<file path="src/hw/ccr_pkg.sv">
package ccr_pkg;
	// ======================================================
	// register offsets
	localparam logic [7:0] OFF_SP2_CTRL  = 8'h04;
	localparam logic [7:0] OFF_ADC_CLK   = 8'h06;
	localparam logic [7:0] OFF_DAC1_CLK  = 8'h07;
	localparam logic [7:0] OFF_DAC2_CLK  = 8'h08;
	localparam logic [7:0] OFF_ADC_CTRL  = 8'h0A;
	localparam logic [7:0] OFF_DAC1_CTRL = 8'h0B;
	// ======================================================
	// reset values
	localparam logic [7:0] RST_VALUE     = 8'h00;
	// ======================================================
	// writable bit masks, reserved bits read zero
	localparam logic [7:0] MASK_SP2      = 8'h9D;
	localparam logic [7:0] MASK_CLK      = 8'h53;
	localparam logic [7:0] MASK_ADC_CTRL = 8'h67;
	localparam logic [7:0] MASK_DAC1     = 8'hFF;
	// ======================================================
	// field positions
	localparam int BIT_ROLE    = 7;
	localparam int BIT_RATE    = 4;
	localparam int POS_DIV     = 2;
	localparam int BIT_SP2_SRC = 0;
	localparam int BIT_MCLK    = 6;
	localparam int BIT_PORT    = 4;
	localparam int POS_FMT     = 0;
	localparam int BIT_HOLD    = 6;
	localparam int BIT_ASOFT   = 5;
	localparam int POS_AIN     = 0;
	localparam int BIT_DEPH    = 7;
	localparam int BIT_SNGVOL  = 6;
	localparam int BIT_DSOFT   = 5;
	localparam int BIT_DZC     = 4;
	localparam int BIT_LOOP    = 3;
	localparam int BIT_INV     = 2;
	localparam int POS_MIX     = 0;
	// ======================================================
	// divider codes, counts in half master periods
	localparam logic [1:0] DIV_1   = 2'b00;
	localparam logic [1:0] DIV_1P5 = 2'b01;
	localparam logic [1:0] DIV_2   = 2'b10;
	localparam logic [1:0] DIV_3   = 2'b11;
	localparam logic [2:0] HALF_1   = 3'h2;
	localparam logic [2:0] HALF_1P5 = 3'h3;
	localparam logic [2:0] HALF_2   = 3'h4;
	localparam logic [2:0] HALF_3   = 3'h6;
	localparam logic [1:0] FMT_RSV0 = 2'b10;
endpackage

</file>
<file path="src/hw/ccr_mclk_div.sv">
`timescale 1ns/10ps
`default_nettype none
// ======================================================
// divides a master clock by 1, 1.5, 2 or 3 as a tick stream
module ccr_mclk_div
	import ccr_pkg::*;
(
	input  wire logic       sys_clk,
	input  wire logic       sys_rst,
	input  wire logic       mclk_rise,
	input  wire logic       mclk_fall,
	input  wire logic       enable,
	input  wire logic [1:0] div_code,
	output logic            tick
);
	logic [2:0] half_q;
	logic [2:0] limit;

	always_comb begin
		case (div_code)
			DIV_1:   limit = HALF_1;
			DIV_1P5: limit = HALF_1P5;
			DIV_2:   limit = HALF_2;
			default: limit = HALF_3;
		endcase
	end

	// counts both master edges so the 1.5 ratio needs no fraction
	always_ff @(posedge sys_clk) begin
		if (sys_rst || !enable) begin
			half_q <= 3'h0;
			tick   <= 1'b0;
		end else if (mclk_rise || mclk_fall) begin
			if (half_q + 3'h1 >= limit) begin
				half_q <= 3'h0;
				tick   <= 1'b1;
			end else begin
				half_q <= half_q + 3'h1;
				tick   <= 1'b0;
			end
		end else begin
			tick <= 1'b0;
		end
	end
endmodule
`default_nettype wire

</file>
<file path="src/hw/ccr_regs.sv">
`timescale 1ns/10ps
`default_nettype none
module ccr_regs
	import ccr_pkg::*;
(
	input  wire logic       sys_clk,
	input  wire logic       sys_rst,
	input  wire logic       reg_wr,
	input  wire logic       reg_rd,
	input  wire logic [7:0] reg_addr,
	input  wire logic [7:0] reg_wdata,
	output logic      [7:0] reg_rdata,
	input  wire logic       master_clock_pin_a,
	input  wire logic       master_clock_pin_b,
	input  wire logic       port_one_bit_clock,
	input  wire logic       port_one_frame_clock,
	input  wire logic       port_two_bit_clock_in,
	input  wire logic       port_two_frame_clock_in,
	output logic            port_two_bit_clock_out,
	output logic            port_two_frame_clock_out,
	output logic            port_two_clock_oe,
	output logic            port2_rate_mode,
	output logic            adc_mclk_sel,
	output logic            adc_bit_clock,
	output logic            adc_frame_clock,
	output logic      [1:0] adc_frame_format,
	output logic            adc_format_valid,
	output logic            dac1_master_clock_src_sel,
	output logic            dac1_bit_clock,
	output logic            dac1_frame_clock,
	output logic      [1:0] dac1_frame_format,
	output logic            dac2_master_clock_src_sel,
	output logic            dac2_bit_clock,
	output logic            dac2_frame_clock,
	output logic      [1:0] dac2_frame_format,
	output logic            adc_offset_hold,
	output logic            adc_gradual_level,
	output logic      [2:0] adc_input_pick,
	output logic            adc_input_valid,
	output logic            dac1_emphasis_undo,
	output logic            dac1_shared_volume,
	output logic            dac1_gradual_level,
	output logic            dac1_level_step,
	output logic            adc_level_step
);
	// ======================================================
	// register storage
	logic [7:0] sp2_q;
	logic [7:0] adc_clk_q;
	logic [7:0] dac1_clk_q;
	logic [7:0] dac2_clk_q;
	logic [7:0] adc_ctrl_q;
	logic [7:0] dac1_ctrl_q;

	// reserved bits masked so they read back zero
	always_ff @(posedge sys_clk) begin
		if (sys_rst) begin
			sp2_q       <= RST_VALUE;
			adc_clk_q   <= RST_VALUE;
			dac1_clk_q  <= RST_VALUE;
			dac2_clk_q  <= RST_VALUE;
			adc_ctrl_q  <= RST_VALUE;
			dac1_ctrl_q <= RST_VALUE;
		end else if (reg_wr) begin
			if (reg_addr == OFF_SP2_CTRL) begin
				sp2_q <= reg_wdata & MASK_SP2;
			end else if (reg_addr == OFF_ADC_CLK) begin
				adc_clk_q <= reg_wdata & MASK_CLK;
			end else if (reg_addr == OFF_DAC1_CLK) begin
				dac1_clk_q <= reg_wdata & MASK_CLK;
			end else if (reg_addr == OFF_DAC2_CLK) begin
				dac2_clk_q <= reg_wdata & MASK_CLK;
			end else if (reg_addr == OFF_ADC_CTRL) begin
				adc_ctrl_q <= reg_wdata & MASK_ADC_CTRL;
			end else if (reg_addr == OFF_DAC1_CTRL) begin
				dac1_ctrl_q <= reg_wdata & MASK_DAC1;
			end
		end
	end

	// ======================================================
	// read port, unmapped reads return zero
	always_ff @(posedge sys_clk) begin
		if (sys_rst) begin
			reg_rdata <= 8'h00;
		end else if (reg_rd) begin
			if (reg_addr == OFF_SP2_CTRL) begin
				reg_rdata <= sp2_q;
			end else if (reg_addr == OFF_ADC_CLK) begin
				reg_rdata <= adc_clk_q;
			end else if (reg_addr == OFF_DAC1_CLK) begin
				reg_rdata <= dac1_clk_q;
			end else if (reg_addr == OFF_DAC2_CLK) begin
				reg_rdata <= dac2_clk_q;
			end else if (reg_addr == OFF_ADC_CTRL) begin
				reg_rdata <= adc_ctrl_q;
			end else if (reg_addr == OFF_DAC1_CTRL) begin
				reg_rdata <= dac1_ctrl_q;
			end else begin
				reg_rdata <= 8'h00;
			end
		end
	end

	// ======================================================
	// pin synchronisers, first stage read only by second
	logic [5:0] pin_s1_q;
	logic [5:0] pin_s2_q;
	logic [5:0] pin_s3_q;
	logic [5:0] pin_raw;
	assign pin_raw = {master_clock_pin_b, master_clock_pin_a,
		port_two_frame_clock_in, port_two_bit_clock_in,
		port_one_frame_clock, port_one_bit_clock};

	genvar gi;
	generate
		for (gi = 0; gi < 6; gi++) begin : g_sync
			always_ff @(posedge sys_clk) begin
				if (sys_rst) begin
					pin_s1_q[gi] <= 1'b0;
					pin_s2_q[gi] <= 1'b0;
					pin_s3_q[gi] <= 1'b0;
				end else begin
					pin_s1_q[gi] <= pin_raw[gi];
					pin_s2_q[gi] <= pin_s1_q[gi];
					pin_s3_q[gi] <= pin_s2_q[gi];
				end
			end
		end
	endgenerate

	logic p1_bclk;
	logic p1_fclk;
	logic p2_bclk_pin;
	logic p2_fclk_pin;
	logic mca;
	logic mcb;
	assign p1_bclk     = pin_s2_q[0];
	assign p1_fclk     = pin_s2_q[1];
	assign p2_bclk_pin = pin_s2_q[2];
	assign p2_fclk_pin = pin_s2_q[3];
	assign mca         = pin_s2_q[4];
	assign mcb         = pin_s2_q[5];

	// ======================================================
	// port two master clock generation
	logic role_master;
	logic src_b;
	logic mc_rise;
	logic mc_fall;
	logic div_tick;
	logic [1:0] div_code;

	assign role_master = sp2_q[BIT_ROLE];
	assign src_b   = sp2_q[BIT_SP2_SRC];
	assign mc_rise = src_b ? (mcb & ~pin_s3_q[5]) : (mca & ~pin_s3_q[4]);
	assign mc_fall = src_b ? (~mcb & pin_s3_q[5]) : (~mca & pin_s3_q[4]);
	assign div_code = sp2_q[POS_DIV +: 2];

	// divider gated off in slave mode
	ccr_mclk_div u_div (
		.sys_clk   (sys_clk),
		.sys_rst   (sys_rst),
		.mclk_rise (mc_rise),
		.mclk_fall (mc_fall),
		.enable    (role_master),
		.div_code  (div_code),
		.tick      (div_tick)
	);

	// single rate 64 bit clocks per frame, double rate 32
	logic [6:0] bit_cnt_q;
	logic       rate_q;
	always_ff @(posedge sys_clk) begin
		if (sys_rst) begin
			rate_q <= 1'b0;
		end else if (role_master) begin
			rate_q <= sp2_q[BIT_RATE];
		end
	end

	// master clocks only run while port is master
	always_ff @(posedge sys_clk) begin
		if (sys_rst || !role_master) begin
			bit_cnt_q <= 7'h00;
		end else if (div_tick) begin
			bit_cnt_q <= bit_cnt_q + 7'h01;
		end
	end

	always_ff @(posedge sys_clk) begin
		if (sys_rst) begin
			port_two_bit_clock_out   <= 1'b0;
			port_two_frame_clock_out <= 1'b0;
		end else begin
			port_two_bit_clock_out <= role_master & bit_cnt_q[0];
			port_two_frame_clock_out <= role_master &
				(rate_q ? bit_cnt_q[5] : bit_cnt_q[6]);
		end
	end
	assign port_two_clock_oe = role_master;
	assign port2_rate_mode   = rate_q;

	logic p2_bclk;
	logic p2_fclk;
	assign p2_bclk = role_master ? port_two_bit_clock_out : p2_bclk_pin;
	assign p2_fclk = role_master ? port_two_frame_clock_out : p2_fclk_pin;

	// ======================================================
	// converter clock routing
	// adc master clock pin
	assign adc_mclk_sel = adc_clk_q[BIT_MCLK];
	assign adc_bit_clock   = adc_clk_q[BIT_PORT] ? p2_bclk : p1_bclk;
	assign adc_frame_clock = adc_clk_q[BIT_PORT] ? p2_fclk : p1_fclk;
	assign adc_frame_format = adc_clk_q[POS_FMT +: 2];
	assign adc_format_valid = ~adc_clk_q[POS_FMT + 1];
	assign dac1_master_clock_src_sel = dac1_clk_q[BIT_MCLK];
	assign dac1_bit_clock   = dac1_clk_q[BIT_PORT] ? p2_bclk : p1_bclk;
	assign dac1_frame_clock = dac1_clk_q[BIT_PORT] ? p2_fclk : p1_fclk;
	assign dac1_frame_format = dac1_clk_q[POS_FMT +: 2];
	assign dac2_master_clock_src_sel = dac2_clk_q[BIT_MCLK];
	assign dac2_bit_clock   = dac2_clk_q[BIT_PORT] ? p2_bclk : p1_bclk;
	assign dac2_frame_clock = dac2_clk_q[BIT_PORT] ? p2_fclk : p1_fclk;
	assign dac2_frame_format = dac2_clk_q[POS_FMT +: 2];

	// ======================================================
	// processing controls
	// offset hold to the filter; host sets it first
	assign adc_offset_hold   = adc_ctrl_q[BIT_HOLD];
	assign adc_gradual_level = adc_ctrl_q[BIT_ASOFT];
	// input pick valid only for codes 1 to 5
	assign adc_input_pick  = adc_ctrl_q[POS_AIN +: 3];
	assign adc_input_valid = (adc_input_pick != 3'h0) &&
		(adc_input_pick <= 3'h5);
	assign dac1_emphasis_undo = dac1_ctrl_q[BIT_DEPH] & ~rate_q;
	assign dac1_shared_volume = dac1_ctrl_q[BIT_SNGVOL];
	assign dac1_gradual_level = dac1_ctrl_q[BIT_DSOFT];

	// ======================================================
	// ramp pacing: one 1/8 dB step per frame, 1 dB per 8 frames
	logic adc_f_q;
	logic dac1_f_q;
	always_ff @(posedge sys_clk) begin
		if (sys_rst) begin
			adc_f_q  <= 1'b0;
			dac1_f_q <= 1'b0;
		end else begin
			adc_f_q  <= adc_frame_clock;
			dac1_f_q <= dac1_frame_clock;
		end
	end

	// adc step per frame when gradual
	always_ff @(posedge sys_clk) begin
		if (sys_rst) begin
			adc_level_step <= 1'b0;
		end else begin
			adc_level_step <= adc_gradual_level &
				adc_frame_clock & ~adc_f_q;
		end
	end

	// dac1 step per frame when gradual
	always_ff @(posedge sys_clk) begin
		if (sys_rst) begin
			dac1_level_step <= 1'b0;
		end else begin
			dac1_level_step <= dac1_gradual_level &
				dac1_frame_clock & ~dac1_f_q;
		end
	end

	// ======================================================
	// checks
	// master drives, slave releases
	a_role_drive: assert property (@(posedge sys_clk) disable iff (sys_rst)
		port_two_clock_oe == sp2_q[BIT_ROLE])
		else $error("port two drive does not follow role");

	// slave mode keeps generated bit clock low
	a_slave_quiet: assert property (@(posedge sys_clk) disable iff (sys_rst)
		!role_master ##1 !role_master |-> !port_two_bit_clock_out)
		else $error("bit clock generated in slave mode");

	// de-emphasis never active in double rate
	a_deph_single: assert property (@(posedge sys_clk) disable iff (sys_rst)
		rate_q |-> !dac1_emphasis_undo)
		else $error("de-emphasis active in double rate");

	a_pick_valid: assert property (@(posedge sys_clk) disable iff (sys_rst)
		(adc_input_pick == 3'h0 || adc_input_pick > 3'h5) |-> !adc_input_valid)
		else $error("reserved input pick flagged valid");

	a_adc_fmt: assert property (@(posedge sys_clk) disable iff (sys_rst)
		adc_frame_format[1] |-> !adc_format_valid)
		else $error("reserved adc format flagged valid");

	// adc frame clock follows chosen port one
	a_adc_route: assert property (@(posedge sys_clk) disable iff (sys_rst)
		!adc_clk_q[BIT_PORT] |-> adc_frame_clock == pin_s2_q[1])
		else $error("adc frame clock misrouted");

	a_adc_step: assert property (@(posedge sys_clk) disable iff (sys_rst)
		adc_level_step |-> $past(adc_gradual_level))
		else $error("adc step without gradual level");

	a_dac1_step: assert property (@(posedge sys_clk) disable iff (sys_rst)
		dac1_level_step |-> $past(dac1_gradual_level))
		else $error("dac1 step without gradual level");

	// rate output follows the bit one cycle later as master
	a_rate_hold: assert property (@(posedge sys_clk) disable iff (sys_rst)
		role_master |=> port2_rate_mode == $past(sp2_q[BIT_RATE]))
		else $error("rate mode not taken");
endmodule
`default_nettype wire

</file>
<file path="config.mk">
export PLATFORM = sky130hd
export DESIGN_NAME = ccr_regs
export DESIGN_NICKNAME = d
export VERILOG_FILES = /design/src/hw/ccr_pkg.sv /design/src/hw/ccr_mclk_div.sv /design/src/hw/ccr_regs.sv
export SDC_FILE = /design/constraint.sdc
export NUM_CORES = 1
export LEC_CHECK = 0
export BUFFER_PORTS_ARGS = -buffer_cell sky130_fd_sc_hd__clkbuf_2
export CELL_PAD_IN_SITES_DETAIL_PLACEMENT = 0
export CELL_PAD_IN_SITES_GLOBAL_PLACEMENT = 1
export CORE_MARGIN = 5
export CORE_UTILIZATION = 40
export CTS_CLUSTER_DIAMETER = 120
export CTS_CLUSTER_SIZE = 8
export DETAILED_ROUTE_END_ITERATION = 10
export HOLD_SLACK_MARGIN = 0.06
export PLACE_DENSITY_LB_ADDON = 0.1
export SLEW_MARGIN = 20
export SYNTH_ARGS = -nofsm -noshare
export SYNTH_HDL_FRONTEND = slang
export SYNTH_SLANG_ARGS = --single-unit
</file>
<file path="constraint.sdc">
create_clock -name sys_clk -period 2.7 [get_ports sys_clk]
set_input_delay 0.135 -clock sys_clk [delete_from_list [all_inputs] [get_ports sys_clk]]
set_output_delay 0.135 -clock sys_clk [all_outputs]
set_load 0.005 [all_outputs]
</file>
; After elaboration in Yosys (flattened, before gate mapping)
; Index checks and enable logic that the tools add are counted.
[classes]
n_mux = 20
n_lt_le_gt_ge = 2
n_reduce_logical = 13
add_sub_neg = 2
n_eq_ne = 8
n_bitwise = 25
[op_table]
columns = op, count
row1 = two-way mux 8 bit, 6
row2 = == test 8 x 3 -> 1 bit (second input constant), 3
row3 = == test 8 x 4 -> 1 bit (second input constant), 3
row4 = inverter 1 bit, 14
row5 = two-way mux 1 bit, 12
row6 = bitwise AND 1 bit, 11
row7 = case mux 3 bit (3 select lines), 1
row8 = adder 7 x 1 -> 7 bit (second input constant), 1
row9 = AND reduction 7 bit, 1
row10 = AND reduction 6 bit, 1
row11 = AND reduction 5 bit, 1
row12 = AND reduction 4 bit, 1
row13 = adder 3 x 1 -> 3 bit (second input constant), 1
row14 = >= comparator 3 bit, 1
row15 = <= comparator 3 bit (second input constant), 1
row16 = two-way mux 3 bit, 1
row17 = AND reduction 3 bit, 1
row18 = nonzero test 3 bit, 1
row19 = == test 2 x 1 -> 1 bit (second input constant), 1
row20 = == test 2 bit (second input constant), 1
row21 = logical NOT 2 bit, 1
row22 = logical OR 1 bit, 2
row23 = AND reduction 2 bit, 1
row24 = OR reduction 2 bit, 1
row25 = 2 further kinds, 2
[totals]
in_bits = 26
register_bits = 70
wordCells = 101

; Depth between registers and ports, before layout
[logic_depth]
depth_word = 7
ltp_mapped = 7
depth_no_buf = 7

; Hierarchy
; Synthesis repeated with hierarchy kept, for this count alone.
[unflattened]
hier_cells = 326
hier_area_um2 = 3006.6
[by_module_without_submodules]
columns = mod, area_per_inst_um2, instances, cells_per_inst
row1 = ccr_regs, 2752.6, 1, 296
row2 = ccr_mclk_div, 254.0, 1, 30

; Least setup slack after synthesis
; OpenSTA, ideal clock, no wires.
[synth_path]
path_kind = register -> register
startpoint = register u_div.half_q[0]
endpoint = register u_div.half_q[0]
setup_slack_ns = 0.657
path_stages_with_launch = 8
n_path_buf = 0
arrival_ns = 1.972
setup_time_ns = 0.071
required_ns = 2.629
cell_sequence = dfxtp_1 > ha_1 > xor2_1 > ha_1 > a21o_1 > a31oi_1 > or3b_2 > a21oi_1
[synth_between]
elab_chain_len = 3
[synth_lines]
columns = item, line
row1 = start: declaration, ccr_mclk_div.sv:16  ; logic [2:0] half_q;
row2 = start signal: assignment, ccr_mclk_div.sv:38  ; half_q <= half_q + 3'h1;
row3 = adder 3 x 1 -> 3 bit *, "ccr_mclk_div.sv:34, ccr_mclk_div.sv:38"
row4 = >= comparator 3 bit, ccr_mclk_div.sv:34  ; if (half_q + 3'h1 >= limit) begin
row5 = two-way mux 3 bit *, ccr_mclk_div.sv:34
; Every way passes the cells marked *; elsewhere a longest branch is shown, timed or not.
; A chain may end at the register's enable or synchronous reset.

; Worst setup path in the final report
; Ends and elaborated chain as after synthesis.

==> flow_summary.toml <==
[placement]
dp_hpwl_mm = 4.94
place.gp.congestion = 0.832
portBuffers = 64
place_inst = 454

[worst_hold_path]
hold_depth = 3
hp-start = "reg_wdata[4]"
hold_end = "sp2_q[4]"
min_path_type = "in -> reg"

[timing]
slew_headroom_pct = 57.1
final_max_slew_viol_count = 0
hold_viol = 0
skew_ns = 0.0106
period_minus_slack_ns = 2.21
fin_tns_setup_ns = 0
rsz0062_at_grt = "no"
worst_slew_pin_slew_ns = 0.643
clock.fmax_ghz = 0.452
finalSetupViolCount = 0
final.period_utilization_pct = 81.9

[pwr]
cellLeakagePower_nw = 1.65
share_comb_of_total_power_pct = 5.4
power.density_nw_per_um2 = 578
p_sw_uw = 480
seqPwrFrac_pct = 50.0
swShare_pct = 22.9
peakVddDrop_uv = 270
intPower_mw = 1.62
power.clock.fraction_pct = 44.6

[setup_path]
critPathTopFamily = "compound AO/OA/AOI/OAI gates"
rr_endpoint = "u_div.half_q[0]"
crit_path_max_incr_delay_ns = 0.48
crit_path_end_kind = "register"
start_kind = "register"
required_ns = 2.97
arrival_ns = 2.48
r2r_cells = 7
path_common_cell = "ha_1"
rr_startpoint = "u_div.half_q[0]"
ff2ff_setup_slack_ns = 0.49
crit_chain = "ha_1, xor2_1, ha_1, a21o_1, a31oi_1, or3b_2, a21oi_1"
path_class = "reg -> reg"
crit_buf_inv = 0
cp_slowest_cell = "or3b_2"
cp_max_fo = 5

[logic_synthesis]
syn_area_um2 = 2950
synth_flop_cell = "dfxtp_1"
synth-edff-count = 0
synth.avg_cell_area_um2 = 9.58
synth_fp_nets = 339
async_flop_share_pct = 0
synthCells = 308
ys_ff_latch = 70
yosysWarnings = 0
synth_cell_types = 44
yosysSeqAreaShare_pct = 47.5

[clocking]
insertion_delay_ns = 0.34
clkTransAtPathRegs_ns = 0.08
cts_tree = "yes"
clock_path_buffers = 2
cts-root-buf = "clkbuf_8"
clock-sinks = 70
htree_num_levels = 3
cts_made_buffers = 9

[floorplan]
core-area_um2 = 7210
start_util_pct = 40.9
die_height_um = 95.9
rows = 31
fp.dieW_um = 95.9
pin_count = 65
dieArea_um2 = 9190

[finish]
drive_above_1_share_pct = 24.7
stdcell_count = 480
nets = 407
fill_cells = 743
diodes = 0
syn_to_final_growth_pct = 23.0

[run_status]
status = "finished, final reports clean"

[detailed_routing]
num_vias = 2383
remaining_drc_errors = 0
drt_wl_total_mm = 6.87
drt-initial-drc-count = 90
wire_per_inst_um = 14.3
drtAntennaViolNets = 0
dr.pass1.iters = 4
viasPerCell = 4.96

[global_routing]
grt-ovfl-total = 0
grt_max_degree = 30
grt_pass1_vias = 2305
grt_pass1_wl_mm = 11.3
antenna_found_initial = 0
grt_util_all_layers_pct = 16.1

[flow_run]
max_cap_violations = 0
## through the flow
step	total power [mW]	setup WS (ns)	util, %	hold WS (ns)	area (um2)
4_1_cts	2.12	0.479	50.3	0.0851	3630
2_1_floorplan	1.13	0.657	-	0.263	2950
5_1_grt	2.17	0.319	50.3	0.122	3630
3_3_place_gp	1.18	0.570	45.9	0.348	3310
3_5_place_dp	1.18	0.497	45.9	0.353	3310
6_report	2.10	0.488	50.3	0.105	3630
## cells in the mapped netlist (6+ instances only)
cell type | number | area, um2
nand4_1 | 7 | 43.8
nor2b_1 | 22 | 138
xor2_1 | 6 | 52.6
clkbuf_1 | 9 | 33.8
a21oi_1 | 15 | 75.1
nand2_1 | 18 | 67.6
mux2i_1 | 33 | 330
nor2_1 | 45 | 169
dfxtp_1 | 70 | 1400
buf_4 | 6 | 45.0
inv_1 | 6 | 22.5
## registers in the layout, indices dropped and copies added (netlist names), 2 cells and up
signal	count
u_div.half_q	3
adc_clk_q	4
reg_rdata	8
bit_cnt_q	7
dac1_ctrl_q	8
adc_ctrl_q	5
sp2_q	5
dac1_clk_q	4
pin_s3_q	2
dac2_clk_q	4
pin_s1_q	6
## worst max path at each step
stage | start | endpoint | slack [ns] | cells past startpoint
after floorplan | u_div.half_q[0] | u_div.half_q[0] | 0.66 | 7
after global placement | u_div.half_q[0] | u_div.half_q[0] | 0.57 | 7
after detailed placement | u_div.half_q[0] | u_div.half_q[0] | 0.50 | 7
after CTS | u_div.half_q[0] | u_div.half_q[0] | 0.48 | 7
after global routing | u_div.half_q[0] | u_div.half_q[0] | 0.32 | 7
final | u_div.half_q[0] | u_div.half_q[0] | 0.49 | 7
## tightest hold or removal path, delay by kind of cell
family / cells / cell delay (ns)
AOI/OAI and AO/OA: 1 / 0.06
buffers and inverters: 1 / 0.13
and+or+nand+nor: 1 / 0.08
## layer usage
layer  GRT usage [%]  routed length (um)  vias to the layer above
li1                -                   -                     1214
met1            21.6                3380                     1101
met2            25.0                3030                       62
met3            3.44                 379                        6
met4            6.75                  83                        0
met5               0                   0                        -
## cell usage in the layout, fill, tap and decap left out, types with 3 or more instances in the layout
master         synthesis  layout
nand4_1                7       7
buf_4                  6       3
mux2i_1               33      33
nor2b_1               22      22
a22oi_1                3       3
dfxtp_1               70      70
ha_1                   5       5
a211oi_1               5       5
nor2_1                45      45
nand3_1                5       5
a32oi_1                3       3
mux2_2                 5       5
nand2b_1               4       4
clkbuf_8               0       9
inv_1                  6       6
dlygate4sd3_1          0      10
clkbuf_2               0      64
a22o_1                 3       3
a31oi_1                3       3
xor2_1                 6       6
a21oi_1               15      15
nand2_1               18      18
o21ai_0                4       4
## layout make-up
| cell class | count | area [um2] | share of cell area [%] |
|---|---|---|---|
| Inverter | 6 | 22.5 | 0.620 |
| Multi-Input combinational cell | 212 | 1420 | 39.1 |
| Sequential cell | 70 | 1400 | 38.6 |
| Timing Repair Buffer | 77 | 443 | 12.2 |
| Clock buffer | 9 | 124 | 3.41 |
| Clock inverter | 7 | 97.6 | 2.69 |
| Tap cell | 99 | 124 | 3.41 |
## what timing repair did
item	in CTS	in global routing
setup buffers	0	0
resized for setup	0	0
hold buffers	10	0
hold endpoints to repair	13	0
## logic make-up (layout without fill, tap and decap cells)
family,Yosys count,in the layout,synth area share [%]
compound gates,44,44,9.88
simple gates,118,118,20.9
mux,38,38,13.1
buf+inv,26,99,4.45
flops,70,70,47.5
xor+xnor,7,7,2.08
fa+ha+maj,5,5,2.12
## power groups by stage
stage,logic (mW),registers (mW),clock network [mW]
2_1_floorplan,0.0550,1.07,0
3_3_place_gp,0.103,1.07,0
3_5_place_dp,0.103,1.07,0
4_1_cts,0.114,1.05,0.958
5_1_grt,0.126,1.05,0.996
6_report,0.113,1.05,0.935
Power figures use the tool's default switching activity.
